$ cat config.mk
export PLATFORM = sky130hd
export DESIGN_NAME = timer_event_counter_16bit
export DESIGN_NICKNAME = d
export VERILOG_FILES = /design/src/core/tmr_pkg.sv /design/src/core/evt_if.sv /design/src/core/pin_edge_detect.sv /design/src/core/timer_event_counter_16bit.sv
export SDC_FILE = /design/constraint.sdc
export NUM_CORES = 1
export LEC_CHECK = 0
export BUFFER_PORTS_ARGS = -buffer_cell sky130_fd_sc_hd__buf_2
export CAP_MARGIN = 5
export CORE_MARGIN = 4
export CORE_UTILIZATION = 58
export DETAILED_ROUTE_END_ITERATION = 16
export PLACE_DENSITY = 0.81
export SLEW_MARGIN = 20
export SYNTH_ARGS = -nofsm -noshare
export SYNTH_HDL_FRONTEND = slang
export SYNTH_SLANG_ARGS = --single-unit
export TNS_END_PERCENT = 1
$ cat constraint.sdc
create_clock -name mclk -period 2.6 [get_ports mclk]
set_input_delay 0.78 -clock mclk [delete_from_list [all_inputs] [get_ports mclk]]
set_output_delay 0.78 -clock mclk [all_outputs]
set_load 0.01 [all_outputs]
$ cat src/core/tmr_pkg.sv
// constants and state types for the 16-bit timer/event counter
package tmr_pkg;

  // ---------------------------------------------------------------
  // register addresses
  // ---------------------------------------------------------------
  localparam logic [15:0] ADDR_COUNT = 16'hff10;
  localparam logic [15:0] ADDR_CMP_A = 16'hff12;
  localparam logic [15:0] ADDR_CCB = 16'hff14;
  localparam logic [15:0] ADDR_MODE = 16'hffba;
  localparam logic [15:0] ADDR_PRESC = 16'hffbb;
  localparam logic [15:0] ADDR_CCCTL = 16'hffbc;

  // ---------------------------------------------------------------
  // field positions
  // ---------------------------------------------------------------
  localparam int RUN_HI_BIT = 3;
  localparam int RUN_LO_BIT = 2;
  localparam int OVF_BIT = 0;
  localparam int CB_CAP_BIT = 2;
  localparam int EDGE_HI_BIT = 5;
  localparam int EDGE_LO_BIT = 4;
  localparam int CSEL_HI_BIT = 1;
  localparam int CSEL_LO_BIT = 0;

  // ---------------------------------------------------------------
  // reset values and special counts
  // ---------------------------------------------------------------
  localparam logic [15:0] COUNT_RESET = 16'h0000;
  localparam logic [15:0] CMP_RESET = 16'h0000;
  localparam logic [15:0] COUNT_MAX = 16'hffff;
  localparam logic [7:0] BYTE_RESET = 8'h00;
  localparam logic [1:0] DIV_LAST = 2'h3;

  // ---------------------------------------------------------------
  // run modes, edge codes, count clock selections
  // ---------------------------------------------------------------
  localparam logic [1:0] RUN_STOP = 2'h0;
  localparam logic [1:0] RUN_FREE = 2'h1;
  localparam logic [1:0] RUN_EDGE_CLR = 2'h2;
  localparam logic [1:0] RUN_MATCH_CLR = 2'h3;
  localparam logic [1:0] EDGE_FALL = 2'h0;
  localparam logic [1:0] EDGE_RISE = 2'h1;
  localparam logic [1:0] EDGE_BOTH = 2'h3;
  localparam logic [1:0] CSEL_DIV1 = 2'h0;
  localparam logic [1:0] CSEL_DIV2 = 2'h1;
  localparam logic [1:0] CSEL_DIV4 = 2'h2;
  localparam logic [1:0] CSEL_PIN = 2'h3;

  // ---------------------------------------------------------------
  // state of the counter core
  // ---------------------------------------------------------------
  typedef struct packed {
    logic [15:0] count;
    logic [15:0] cmp_a;
    logic [15:0] ccb;
    logic [1:0] run;
    logic ovf;
    logic cb_cap;
    logic [1:0] edge_sel;
    logic [1:0] clk_sel;
    logic [1:0] div;
    logic fresh;
    logic irq_a;
    logic irq_b;
    logic [15:0] rdata;
  } core_state_type;

  // state of the pin edge detector
  typedef struct packed {
    logic meta;
    logic sync;
    logic prev;
    logic hit;
  } det_state_type;

endpackage

$ cat src/core/evt_if.sv
// carrier between the counter core and its pin edge detector
`timescale 1ns/10ps
interface evt_if;
  logic [1:0] edge_sel;
  logic run;
  logic valid_edge;
  modport det (input edge_sel, input run, output valid_edge);
  modport core (output edge_sel, output run, input valid_edge);
endinterface

$ cat src/core/pin_edge_detect.sv
// synchroniser and valid-edge detector for the event input pin
`timescale 1ns/10ps
module pin_edge_detect (
  // clock and reset
  input wire logic mclk,
  input wire logic reset_n,
  // event pin from outside
  input wire logic pin,
  // link to the counter core
  evt_if.det ev
);

  tmr_pkg::det_state_type s_q;
  tmr_pkg::det_state_type s_d;
  logic rise;
  logic fall;

  // edge decode from the second stage against its delayed copy
  assign rise = s_q.sync & ~s_q.prev;
  assign fall = ~s_q.sync & s_q.prev;

  // next state: two-stage sync, then one-cycle valid-edge pulse
  always_comb begin
    s_d = s_q;
    s_d.meta = pin;
    s_d.sync = s_q.meta;
    s_d.prev = s_q.sync;
    s_d.hit = 1'b0;
    if (ev.run) begin
      case (ev.edge_sel)
        tmr_pkg::EDGE_FALL: s_d.hit = fall;
        tmr_pkg::EDGE_RISE: s_d.hit = rise;
        tmr_pkg::EDGE_BOTH: s_d.hit = rise | fall;
        default: s_d.hit = 1'b0; // prohibited code: no edges
      endcase
    end
  end

  // state register
  always_ff @(posedge mclk or negedge reset_n) begin
    if (!reset_n) begin
      s_q <= '0;
    end else begin
      s_q <= s_d;
    end
  end

  assign ev.valid_edge = s_q.hit;

endmodule // pin_edge_detect

$ cat src/core/timer_event_counter_16bit.sv
// 16-bit timer/event counter with compare, capture/compare and overflow
//
// The address-and-strobe port was decided locally.
`timescale 1ns/10ps

module timer_event_counter_16bit (
  // clock and reset
  input wire logic mclk,
  input wire logic reset_n,
  // register port
  input wire logic [15:0] addr,
  input wire logic [15:0] wdata,
  input wire logic wr_stb,
  input wire logic rd_stb,
  output logic [15:0] rdata,
  // event pin
  input wire logic event_input_pin,
  // match interrupts
  output logic match_a_irq,
  output logic match_b_irq
);

  // ---------------------------------------------------------------
  // state and internal signals
  // ---------------------------------------------------------------
  tmr_pkg::core_state_type s_q;
  tmr_pkg::core_state_type s_d;
  logic running;
  logic tick;
  logic hit_a;
  logic hit_b;
  logic zero_guard;
  logic edge_clr;
  logic wrap;
  logic [7:0] mode_byte;
  logic [7:0] presc_byte;
  logic [7:0] ccctl_byte;

  evt_if ev ();

  // pin synchroniser and edge detector
  pin_edge_detect u_det (
    .mclk(mclk),
    .reset_n(reset_n),
    .pin(event_input_pin),
    .ev(ev.det)
  );

  assign ev.edge_sel = s_q.edge_sel;
  assign ev.run = running;

  // ---------------------------------------------------------------
  // count clock, match and clear decode
  // ---------------------------------------------------------------
  assign running = (s_q.run != tmr_pkg::RUN_STOP);

  // count enable: prescaled mclk or pin edge, gated off when stopped
  always_comb begin
    tick = 1'b0;
    if (running) begin
      case (s_q.clk_sel)
        tmr_pkg::CSEL_DIV1: tick = 1'b1;
        tmr_pkg::CSEL_DIV2: tick = s_q.div[0];
        tmr_pkg::CSEL_DIV4: tick = (s_q.div == tmr_pkg::DIV_LAST);
        tmr_pkg::CSEL_PIN: tick = ev.valid_edge;
        default: tick = 1'b0;
      endcase
    end
  end

  // a zero compare value stays quiet until the first clear or wrap after start
  assign zero_guard = (s_q.count == tmr_pkg::COUNT_RESET) && s_q.fresh;
  assign hit_a = (s_q.count == s_q.cmp_a) && !zero_guard;
  assign hit_b = (s_q.count == s_q.ccb) && !zero_guard && !s_q.cb_cap;
  assign edge_clr = (s_q.run == tmr_pkg::RUN_EDGE_CLR) && ev.valid_edge;
  assign wrap = tick && !edge_clr && (s_q.count == tmr_pkg::COUNT_MAX);

  // ---------------------------------------------------------------
  // register views
  // ---------------------------------------------------------------
  // mode byte: unused bits read as zero
  always_comb begin
    mode_byte = tmr_pkg::BYTE_RESET;
    mode_byte[tmr_pkg::RUN_HI_BIT] = s_q.run[1];
    mode_byte[tmr_pkg::RUN_LO_BIT] = s_q.run[0];
    mode_byte[tmr_pkg::OVF_BIT] = s_q.ovf;
  end

  // prescaler byte: edge select and count clock select
  always_comb begin
    presc_byte = tmr_pkg::BYTE_RESET;
    presc_byte[tmr_pkg::EDGE_HI_BIT] = s_q.edge_sel[1];
    presc_byte[tmr_pkg::EDGE_LO_BIT] = s_q.edge_sel[0];
    presc_byte[tmr_pkg::CSEL_HI_BIT] = s_q.clk_sel[1];
    presc_byte[tmr_pkg::CSEL_LO_BIT] = s_q.clk_sel[0];
  end

  // capture/compare control byte
  always_comb begin
    ccctl_byte = tmr_pkg::BYTE_RESET;
    ccctl_byte[tmr_pkg::CB_CAP_BIT] = s_q.cb_cap;
  end

  // ---------------------------------------------------------------
  // next state
  // ---------------------------------------------------------------
  always_comb begin
    s_d = s_q;
    s_d.div = s_q.div + 2'h1;
    s_d.irq_a = tick && hit_a;
    s_d.irq_b = tick && hit_b;
    s_d.rdata = 16'h0000;

    // counter: stop clears, edge or match clears, else step
    if (!running) begin
      s_d.count = tmr_pkg::COUNT_RESET;
      s_d.fresh = 1'b1;
    end else if (edge_clr) begin
      s_d.count = tmr_pkg::COUNT_RESET;
      s_d.fresh = 1'b0;
    end else if (tick) begin
      if ((s_q.run == tmr_pkg::RUN_MATCH_CLR) && hit_a) begin
        s_d.count = tmr_pkg::COUNT_RESET;
        s_d.fresh = 1'b0;
      end else begin
        s_d.count = s_q.count + 16'h0001;
        if (wrap) begin
          s_d.fresh = 1'b0;
        end
      end
    end

    // capture only in capture mode; a read of the count never captures
    if (running && s_q.cb_cap && ev.valid_edge) begin
      s_d.ccb = s_q.count;
    end

    // register writes, whole units; bit writes come as read-modify-write
    if (wr_stb) begin
      case (addr)
        tmr_pkg::ADDR_CMP_A: s_d.cmp_a = wdata;
        tmr_pkg::ADDR_CCB: s_d.ccb = wdata;
        tmr_pkg::ADDR_MODE: begin
          s_d.run = {wdata[tmr_pkg::RUN_HI_BIT], wdata[tmr_pkg::RUN_LO_BIT]};
          s_d.ovf = wdata[tmr_pkg::OVF_BIT];
        end
        tmr_pkg::ADDR_PRESC: begin
          s_d.edge_sel = {wdata[tmr_pkg::EDGE_HI_BIT], wdata[tmr_pkg::EDGE_LO_BIT]};
          s_d.clk_sel = {wdata[tmr_pkg::CSEL_HI_BIT], wdata[tmr_pkg::CSEL_LO_BIT]};
        end
        tmr_pkg::ADDR_CCCTL: s_d.cb_cap = wdata[tmr_pkg::CB_CAP_BIT];
        default: s_d.run = s_q.run; // unmapped: ignored
      endcase
    end

    // stopping clears the flag, even when a wrap comes in the same cycle
    if (running && (s_d.run == tmr_pkg::RUN_STOP)) begin
      s_d.ovf = 1'b0;
    end else if (wrap) begin
      s_d.ovf = 1'b1;
    end

    // read data for the cycle after the strobe
    if (rd_stb) begin
      case (addr)
        tmr_pkg::ADDR_COUNT: s_d.rdata = running ? s_q.count : tmr_pkg::COUNT_RESET;
        tmr_pkg::ADDR_CMP_A: s_d.rdata = s_q.cmp_a;
        tmr_pkg::ADDR_CCB: s_d.rdata = s_q.ccb;
        tmr_pkg::ADDR_MODE: s_d.rdata = {8'h00, mode_byte};
        tmr_pkg::ADDR_PRESC: s_d.rdata = {8'h00, presc_byte};
        tmr_pkg::ADDR_CCCTL: s_d.rdata = {8'h00, ccctl_byte};
        default: s_d.rdata = 16'h0000;
      endcase
    end
  end

  // state register; everything resets to zero
  always_ff @(posedge mclk or negedge reset_n) begin
    if (!reset_n) begin
      s_q <= '0;
    end else begin
      s_q <= s_d;
    end
  end

  // outputs straight from flip-flops
  assign rdata = s_q.rdata;
  assign match_a_irq = s_q.irq_a;
  assign match_b_irq = s_q.irq_b;
endmodule // timer_event_counter_16bit

==> impl_metrics.csv, run 1 <==
group,metric,value,unit
outcome,outcome,"complete, no violations",
sta,rsz0062_at_grt,"false",
synthesis,synth_top_family_by_area,"simple AND/OR/NAND/NOR gates",
sta,maxSlewHeadroom,0.522,
cts,h-tree-depth,3,
synthesis,yosys.area.top_type_share,0.454,
detailed_routing,ant_nets,0,
detailed_routing,dr.pass1.iters,7,
cts,insertion_delay,0.36,ns
synthesis,post-synth-top-area-cell,"dfrtp_1",
worst_setup_path,r2r_cells,5,
worst_setup_path,critPathKind,"reg2reg",
detailed_routing,dr.first_iter.drc_count,337,
worst_setup_path,critPathArrivalTime,2.53,ns
final_layout,instances_no_fill,571,
synthesis,synth_top_flop_cell,"dfrtp_1",
floorplanning,die_area,9160,um2
synthesis,syn_area_per_cell,10.5,um2
cts,cts_buffer_depth,2,
worst_setup_path,crit_fanout,11,
placed_design,dp_hpwl,8070,um
final_layout,diodes,0,
floorplanning,start_util,0.606,
synthesis,synthesis.nets,469,
global_route,antenna_found_initial,0,
run,drv_cap,0,
detailed_routing,post_drt_wl_per_cell,19.9,um
final_layout,layout-drive-gt1-share,0.256,
cts,cts.hold.buffers_added,0,
synthesis,syn_inst,427,
sta,skew,0.00562,ns
synthesis,synth_seq_cells,81,
synthesis,synth_xor_area_frac,0.0863,
power_and_ir_drop,ir_drop,0.229,mV
synthesis,yosys_warnings,0,
sta,setup_viol,0,
synthesis,synth_compound_area_frac,0.133,
final_layout,postLayoutCellArea,4960,um2
sta,finalCriticalPeriod,2.28,ns
synthesis,seq_area_frac_synth,0.454,
synthesis,synth-adder-area-share,0.0140,
sta,finalHoldViolCount,0,
synthesis,async_flop_share,1.00,
cts,cts_setup_buffers,0,
sta,tns,0,ns
floorplanning,num_io_pins,55,
synthesis,yosys.cell_count.top_type,"dfrtp_1",
synthesis,synth-simple-area-share,0.147,
global_route,grtUsageTotal,0.265,
sta,fmax,0.439,GHz
synthesis,synth-edff-count,0,
cts,cts_sinks,81,
placed_design,io_buffer_count,54,
worst_setup_path,cp-end-kind,"flop",
synthesis,synth_area_leaders,"dfrtp_1, xor2_1, nor2_1",
sta,tightest_slew,0.715,ns
worst_hold_path,hp-class,"reg2reg",
cts,clk_transition_reported_paths,0.08,ns
placed_design,place_congestion,0.918,
floorplanning,dieWidth,95.7,um
final_layout,fin_nets,509,
worst_setup_path,required,2.85,ns
floorplanning,core,7370,um2
cts,clockRootBuffer,"clkbuf_8",
power_and_ir_drop,leakage,2.38,nW
cts,cts_resized,0,
cts,cts_tree,"built",
detailed_routing,wl,11300,um
detailed_routing,vias,3588,
synthesis,synth_mux_area_frac,0.0894,
synthesis,synth_area,4460,um2
synthesis,synth_commonest_cells,"dfrtp_1, nor2_1, xor2_1",
global_route,grt_pass1_vias,3591,
floorplanning,row_count,31,
final_layout,area_delta_synth_final,11.0,%
detailed_routing,avgViaCountPerCell,6.28,
worst_setup_path,worst_setup_path_start_kind,"flop",
placed_design,numPlacedInstances,555,
global_route,overflow,0,
power_and_ir_drop,power.density,465,nW/um2
floorplanning,fp.dieH,95.7,um
global_route,grt_pass1_wl,18400,um
global_route,grt_max_degree,45,
sta,finalMaxSlewViolations,0,
worst_hold_path,whs_path_depth,0,
synthesis,post_synth_num_cell_types,54,
detailed_routing,drc_errors,0,
sta,period_share,0.876,
placed_design,place_area,4750,um2
cts,cts_buffers,9,
## final timing paths
check	to	slack, ns	from
max	s_q[72]	0.32	mode_byte[3]
min	u_det.s_d[1]	0.36	u_det.s_d[2]
max reg2reg	s_q[72]	0.32	mode_byte[3]
min reg2reg	u_det.s_d[1]	0.36	u_det.s_d[2]
max in group asynchronous	s_q[75]	1.59	reset_n
min in group asynchronous	s_q[73]	0.42	reset_n
## cells by family (layout without fill, tap and decap cells)
logic type,Yosys count,count (layout)
compound gates,77,77
xor+xnor,44,44
fa+ha+maj,5,5
buf+inv,57,102
flops,81,81
mux,37,37
simple gates,126,126
## placed cells by master (no fill, tap or decap), types with 5 or more instances in the layout
| cell type | count |
|---|---|
| a21oi_1 | 24 |
| a222oi_1 | 13 |
| buf_2 | 53 |
| buf_4 | 21 |
| clkbuf_8 | 10 |
| dfrtp_1 | 81 |
| ha_1 | 5 |
| inv_1 | 10 |
| mux2_1 | 10 |
| mux2_2 | 13 |
| mux2i_1 | 14 |
| nand2_1 | 12 |
| nand4_1 | 10 |
| nor2_1 | 58 |
| nor3_1 | 7 |
| nor4_1 | 13 |
| o2111ai_1 | 9 |
| o211ai_1 | 5 |
| xor2_1 | 41 |
## state kept, by name, summed over array words and instances, names as in the netlist
name	flops
ev.edge_sel	2
s_q	51
u_det.ev.valid_edge	1
u_det.s_q	1
u_det.s_d	2
ccctl_byte	1
match_a_irq	1
presc_byte	2
mode_byte	3
rdata	16
match_b_irq	1
## worst max-delay path: stages (launching register included)
cell and delay [ns]:
dfrtp_1 0.49, nor2b_1 0.22, nor2_1 0.56, o2111ai_1 0.41
o21a_1 0.29, o21ba_2 0.20
## metal layers
layer	vias up	routed length, um	global-route usage
li1	1606	-	-
met1	1763	4550	0.358
met2	187	5510	0.423
met3	32	946	0.0477
met4	0	328	0.109
met5	-	0	0
## area by class of cell
| cell class | instances | area (um2) |
|---|---|---|
| clock buffers | 10 | 138 |
| multi-input cells | 289 | 2100 |
| inverters | 10 | 37.5 |
| repair buffers | 76 | 463 |
| flip-flops and latches | 81 | 2030 |
| clock inverters | 6 | 67.6 |
| well taps | 99 | 124 |
| fillers | 583 | 2410 |
## where the power goes
| group | switching [mW] | internal (mW) | total (mW) |
|---|---|---|---|
| clock network | 0.478 | 0.471 | 0.949 |
| registers | 0.00157 | 1.26 | 1.26 |
| logic | 0.0589 | 0.0352 | 0.0941 |
| total | 0.539 | 1.77 | 2.31 |
## through the flow
step            util  worst slack [ns]  power, mW  hold WS, ns
2_1_floorplan      -             0.261       1.31        0.331
6_report       0.672             0.323       2.31        0.358
3_5_place_dp   0.645            0.0749       1.38        0.342
4_1_cts        0.672             0.314       2.32        0.362
3_3_place_gp   0.645             0.163       1.38        0.333
5_1_grt        0.672            0.0491       2.38        0.369
(Power assumes the default switching activity.)
==> inputs of run 2 (changes only) <==
Settings changed: SYNTH_HIERARCHICAL from default to 1.
==> run 2 against run 1 <==
- total power up 6.4%
- area after synthesis down 2.9%
- worst hold slack better by 0.0062 ns
- core utilization up 0.41 points
- synthesized cell count down 2.3%
==> impl_metrics.csv, run 2 <==
group,metric,value,unit
outcome,outcome,"complete, no violations",
sta,setup_viol,0,
detailed_routing,routed.top_layer,"met4",
synthesis,yosys.cell_count.top_type,"dfrtp_1",
synthesis,yosys.area.top_type_share,0.468,
placed_design,dp_hpwl,7770,um
final_layout,diodes,0,
sta,maxSlewHeadroom,0.559,
floorplanning,die_area,8920,um2
synthesis,synth_area,4330,um2
sta,fmax,0.422,GHz
synthesis,synth_compound_area_frac,0.117,
detailed_routing,avgViaCountPerCell,6.14,
final_layout,layout-drive-gt1-share,0.259,
sta,finalMaxSlewViolations,0,
worst_setup_path,crit_family,"compound AO/OA/AOI/OAI gates",
sta,tns,0,ns
cts,cts_tree,"built",
synthesis,yosys_warnings,6,
detailed_routing,drt-met1-wl,4370,um
synthesis,synthesis.nets,459,
sta,rsz0062_at_grt,"false",
global_route,grt_pass1_vias,3388,
cts,cts_sinks,81,
worst_hold_path,hp-class,"reg2reg",
worst_setup_path,cp-startpoint,"s_q[64]",
final_layout,seqCellArea,2030,um2
detailed_routing,post_drt_wl_per_cell,19.2,um
detailed_routing,met2_length,5030,um
worst_setup_path,required,2.85,ns
final_layout,largest_register,"s_q",
worst_hold_path,hold_start,"u_det/s_d[2]",
detailed_routing,wl,10800,um
synthesis,syn_inst,417,
synthesis,synth_xor_area_frac,0.0809,
synthesis,post_synth_num_cell_types,48,
global_route,overflow,0,
final_layout,postLayoutCoreUtil,0.677,
synthesis,synth-edff-count,0,
synthesis,synth-adder-area-share,0.0144,
worst_setup_path,cp-end-kind,"flop",
worst_setup_path,cp_slowest_cell,"dfrtp_1",
cts,cts_setup_buffers,0,
placed_design,place_congestion,0.905,
detailed_routing,drc_errors,0,
cts,insertion_delay,0.36,ns
synthesis,post-synth-top-area-cell,"dfrtp_1",
cts,cts_buffers,9,
worst_setup_path,crit_path_cell_trace,"xnor2_1, nand4_1, nor4_1, a41o_1, o22ai_1, a21o_1",
final_layout,final_cell_mix,"dfrtp_1, buf_2, nor2_1, a21oi_1, xnor2_1",
synthesis,synth_top_flop_cell,"dfrtp_1",
sta,finalHoldViolCount,0,
final_layout,filler_cell_count,522,
detailed_routing,dr.pass1.iters,6,
floorplanning,fp.dieH,94.4,um
worst_setup_path,critPathArrivalTime,2.62,ns
power_and_ir_drop,power.density,500,nW/um2
sta,skew,0.0108,ns
floorplanning,start_util,0.597,
global_route,grt_max_degree,45,
floorplanning,dieWidth,94.4,um
floorplanning,core,7250,um2
final_layout,area_delta_synth_final,13.3,%
detailed_routing,dr.first_iter.drc_count,450,
sta,finalCriticalPeriod,2.37,ns
cts,cts.hold.buffers_added,0,
worst_setup_path,crit_fanout,10,
synthesis,synth_seq_cells,81,
cts,clockRootBuffer,"clkbuf_8",
run,drv_cap,0,
synthesis,synth-simple-area-share,0.154,
worst_setup_path,worst_setup_path_start_kind,"flop",
synthesis,synth_area_leaders,"dfrtp_1, xnor2_1, nor2_1",
power_and_ir_drop,leakage,2.28,nW
synthesis,syn_area_per_cell,10.4,um2
worst_setup_path,crit_path_max_incr_delay,0.61,ns
global_route,grt_pass1_wl,17700,um
global_route,antenna_found_initial,0,
floorplanning,num_io_pins,55,
final_layout,largest_reg_flops,51,
worst_setup_path,r2r_start,"s_q[64]",
detailed_routing,vias,3456,
synthesis,synth_commonest_cells,"dfrtp_1, nor2_1, a21oi_1",
floorplanning,row_count,31,
cts,h-tree-depth,3,
synthesis,synth_mux_area_frac,0.0962,
cts,cts_resized,0,
worst_setup_path,critPathKind,"reg2reg",
worst_setup_path,path_buf_inv,0,
sta,tightest_slew,0.655,ns
cts,cts_buffer_depth,2,
final_layout,fin_nets,501,
final_layout,final_common_cell,"dfrtp_1",
power_and_ir_drop,ir_drop,0.357,mV
final_layout,multi_input_area,2000,um2
synthesis,async_flop_share,1.00,
sta,period_share,0.911,
cts,clk_transition_reported_paths,0.09,ns
detailed_routing,ant_nets,0,
placed_design,io_buffer_count,54,
synthesis,seq_area_frac_synth,0.468,
synthesis,synth_top_family_by_area,"simple AND/OR/NAND/NOR gates",
global_route,grtUsageTotal,0.260,
detailed_routing,dr_wl_met3,1040,um
run 2: cell types whose count changed in the layout (fill, tap and decap cells not counted), moves of 8 or more:
cell / before / now
mux2_1: 10 / 0
mux2_4: 0 / 8
nand2_1: 12 / 21
nor2_1: 58 / 46
o2111ai_1: 9 / 1
xnor2_1: 3 / 22
xor2_1: 41 / 18
run 2: where the power goes:
part           switching (mW)  total (mW)  internal [mW]
registers             0.00162        1.26           1.26
clock network           0.474        1.11          0.637
logic                  0.0491      0.0781         0.0290
run 2: metrics by stage:
stage / worst slack (ns) / hold WS [ns] / area (um2) / instances / total power, mW
final: 0.231 / 0.364 / 4910 / 563 / 2.45
after global routing: 0.0851 / 0.374 / 4910 / 563 / 2.52
after CTS: 0.293 / 0.366 / 4910 / 563 / 2.46
after detailed placement: 0.0920 / 0.338 / 4660 / 547 / 1.37
after global placement: 0.147 / 0.345 / 4660 / 547 / 1.36
after floorplan: 0.233 / 0.331 / 4330 / 417 / 1.30
run 2: area by class of cell:
type | count | share of cell area
multi-input combinational | 282 | 0.408
tap | 99 | 0.0252
timing repair buffer | 76 | 0.0969
sequential | 81 | 0.413
clock buffer | 9 | 0.0252
clock inverter | 7 | 0.0242
inverter | 9 | 0.00688
run 2: cells by family after synthesis:
family | count (synthesis)
AND/OR/NAND/NOR | 127
flip-flops | 81
AO/OA/AOI/OAI | 74
buffers and inverters | 54
XOR/XNOR | 40
multiplexers | 36
adder cells (fa/ha/maj) | 5
run 2: worst paths after layout:
path | end | slack [ns] | cells past startpoint
worst max-delay path | s_q[63] | 0.23 | 6
worst min-delay path | u_det/s_d[1] | 0.36 | 0
worst max register to register | s_q[63] | 0.23 | 6
worst min register to register | u_det/s_d[1] | 0.36 | 0
max in group asynchronous | presc_byte[0] | 1.59 | 2
min in group asynchronous | s_q[73] | 0.39 | 1
run 2: metal layers:
| metal | vias to the layer above | global-route usage |
|---|---|---|
| met5 | - | 0 |
| met4 | 0 | 0.126 |
| met3 | 38 | 0.0438 |
| met2 | 186 | 0.382 |
| met1 | 1673 | 0.375 |
| li1 | 1559 | - |
run 2: worst reg2reg max path, stage by stage, from the launching register on:
cell	delay (ns)
dfrtp_1	0.61
xnor2_1	0.17
nand4_1	0.15
nor4_1	0.58
a41o_1	0.43
o22ai_1	0.13
a21o_1	0.19
==> inputs of run 3 (changes only) <==
==> constraint.sdc (replaced) <==
create_clock -name mclk -period 2.6 [get_ports mclk]
set_input_delay 0.13 -clock mclk [delete_from_list [all_inputs] [get_ports mclk]]
set_output_delay 0.13 -clock mclk [all_outputs]
set_load 0.01 [all_outputs]
==> run 3 against run 2 <==
- sequential share of layout area up 1.2 points
- count of clock-buffer cells in the layout up 2
- global-route usage down 0.45 points
- worst hold slack worse by 0.35 ns
==> impl_metrics.csv, run 3 (synthesized netlist as in run 2, its figures left out) <==
group,metric,value,unit
worst_setup_path,r2r_start,"s_q[65]",
cts,clk_transition_reported_paths,0.09,ns
placed_design,io_buffer_count,54,
sta,skew,0.0137,ns
worst_setup_path,required,2.84,ns
worst_setup_path,cp-end-kind,"flop",
outcome,outcome,"complete, no violations",
worst_hold_path,hp-class,"in2reg",
worst_setup_path,crit_family,"compound AO/OA/AOI/OAI gates",
sta,finalCriticalPeriod,2.25,ns
final_layout,area_delta_synth_final,9.96,%
final_layout,diodes,0,
sta,tns,0,ns
power_and_ir_drop,pwr-share-comb,0.032,
worst_setup_path,rrSetupSlack,0.35,ns
floorplanning,die_area,8920,um2
sta,finalMaxSlewViolations,0,
sta,tightest_slew,0.722,ns
sta,finalHoldViolCount,0,
cts,h-tree-depth,3,
worst_setup_path,critPathArrivalTime,2.49,ns
sta,setup_viol,0,
global_route,grtUsageTotal,0.256,
global_route,antenna_found_initial,0,
detailed_routing,post_drt_wl_per_cell,19.1,um
floorplanning,row_count,31,
worst_setup_path,r2r_cells,6,
detailed_routing,avgViaCountPerCell,6.18,
floorplanning,fp.dieH,94.4,um
worst_setup_path,cp-startpoint,"s_q[65]",
global_route,overflow,0,
worst_setup_path,crit_path_max_incr_delay,0.54,ns
floorplanning,start_util,0.597,
sta,period_share,0.864,
floorplanning,dieWidth,94.4,um
detailed_routing,wl,10500,um
worst_setup_path,cp_slowest_cell,"dfrtp_1",
final_layout,largest_register,"s_q",
detailed_routing,ant_nets,0,
power_and_ir_drop,switching_power,0.506,mW
sta,rsz0062_at_grt,"false",
cts,cts_tree,"built",
cts,insertion_delay,0.36,ns
sta,maxSlewHeadroom,0.518,
final_layout,final_cell_mix,"dfrtp_1, buf_2, nor2_1, a21oi_1, xnor2_1",
power_and_ir_drop,ir_drop,0.333,mV
detailed_routing,dr.first_iter.drc_count,427,
final_layout,layout-drive-gt1-share,0.232,
global_route,grt_pass1_vias,3433,
power_and_ir_drop,power.density,490,nW/um2
final_layout,postLayoutCoreUtil,0.657,
sta,setup_ws,0.354,ns
sta,whs,0.0166,ns
worst_hold_path,holdPathEnd,"s_q[56]",
power_and_ir_drop,power,2.34,mW
global_route,grt_max_degree,82,
placed_design,place_congestion,0.934,
cts,cts_setup_buffers,0,
cts,cts_sinks,81,
power_and_ir_drop,power_frac_seq,0.541,
sta,fmax,0.445,GHz
worst_setup_path,crit_fanout,11,
worst_hold_path,whs_path_depth,2,
power_and_ir_drop,swShare,0.217,
run,drv_cap,0,
worst_setup_path,crit_path_cell_trace,"xnor2_1, nand4_1, nor4_1, a41o_1, o22ai_1, a21o_1",
placed_design,dp_hpwl,7550,um
detailed_routing,drc_errors,0,
detailed_routing,dr.pass1.iters,6,
cts,cts_buffer_depth,2,
worst_setup_path,path_buf_inv,0,
worst_hold_path,hold_start,"wdata[11]",
power_and_ir_drop,leakage,2.19,nW
final_layout,final_common_cell,"dfrtp_1",
cts,cts_buffers,9,
floorplanning,core,7250,um2
power_and_ir_drop,clock_power_share,0.427,
final_layout,largest_reg_flops,51,
cts,clockRootBuffer,"clkbuf_8",
worst_setup_path,worst_setup_path_start_kind,"flop",
worst_setup_path,worstReg2RegEnd,"s_q[63]",
power_and_ir_drop,p_int,1.83,mW
detailed_routing,vias,3414,
global_route,grt_pass1_wl,17500,um
final_layout,fin_nets,490,
floorplanning,num_io_pins,55,
worst_setup_path,critPathKind,"reg2reg",
placed_design,post-place-ws,0.430,ns
run 3: worst max-delay path by stage:
stage / to / depth (start not counted)
after global placement: s_q[63] / 6
after CTS: s_q[63] / 6
final: s_q[63] / 6
after detailed placement: s_q[63] / 6
after floorplan: s_q[63] / 7
after global routing: s_q[73] / 6
run 3: final cells by class:
| type | instances | area, um2 |
|---|---|---|
| Fill cell | 565 | 2490 |
| Clock inverter | 5 | 80.1 |
| Sequential cell | 81 | 2030 |
| Clock buffer | 11 | 131 |
| Inverter | 9 | 33.8 |
| Multi-Input combinational cell | 282 | 2000 |
| Tap cell | 99 | 124 |
| Timing Repair Buffer | 65 | 364 |
run 3: what timing repair did:
item,4_1_cts,5_1_grt
setup endpoints to repair,0,0
hold buffers,2,0
endpoints found under the hold margin,60,0
gates resized for setup,0,0
run 3: metal layers:
metal | vias to the layer above | track usage | wire, um
met5 | - | 0 | 0
met4 | 0 | 0.105 | 245
met3 | 28 | 0.0502 | 931
met2 | 176 | 0.398 | 5030
met1 | 1679 | 0.352 | 4330
li1 | 1531 | - | -
run 3: power by group through the flow:
stage / Sequential (mW) / Clock (mW) / Combinational, mW
after global routing: 1.26 / 1.07 / 0.0876
after detailed placement: 1.29 / 0 / 0.0748
final: 1.26 / 0.997 / 0.0758
after floorplan: 1.29 / 0 / 0.00978
after global placement: 1.29 / 0 / 0.0714
after CTS: 1.26 / 1.01 / 0.0774
run 3: metrics by stage:
step,instances,instance area [um2]
3_5_place_dp,534,4530
2_1_floorplan,417,4330
3_3_place_gp,534,4530
4_1_cts,552,4760
5_1_grt,552,4760
6_report,552,4760
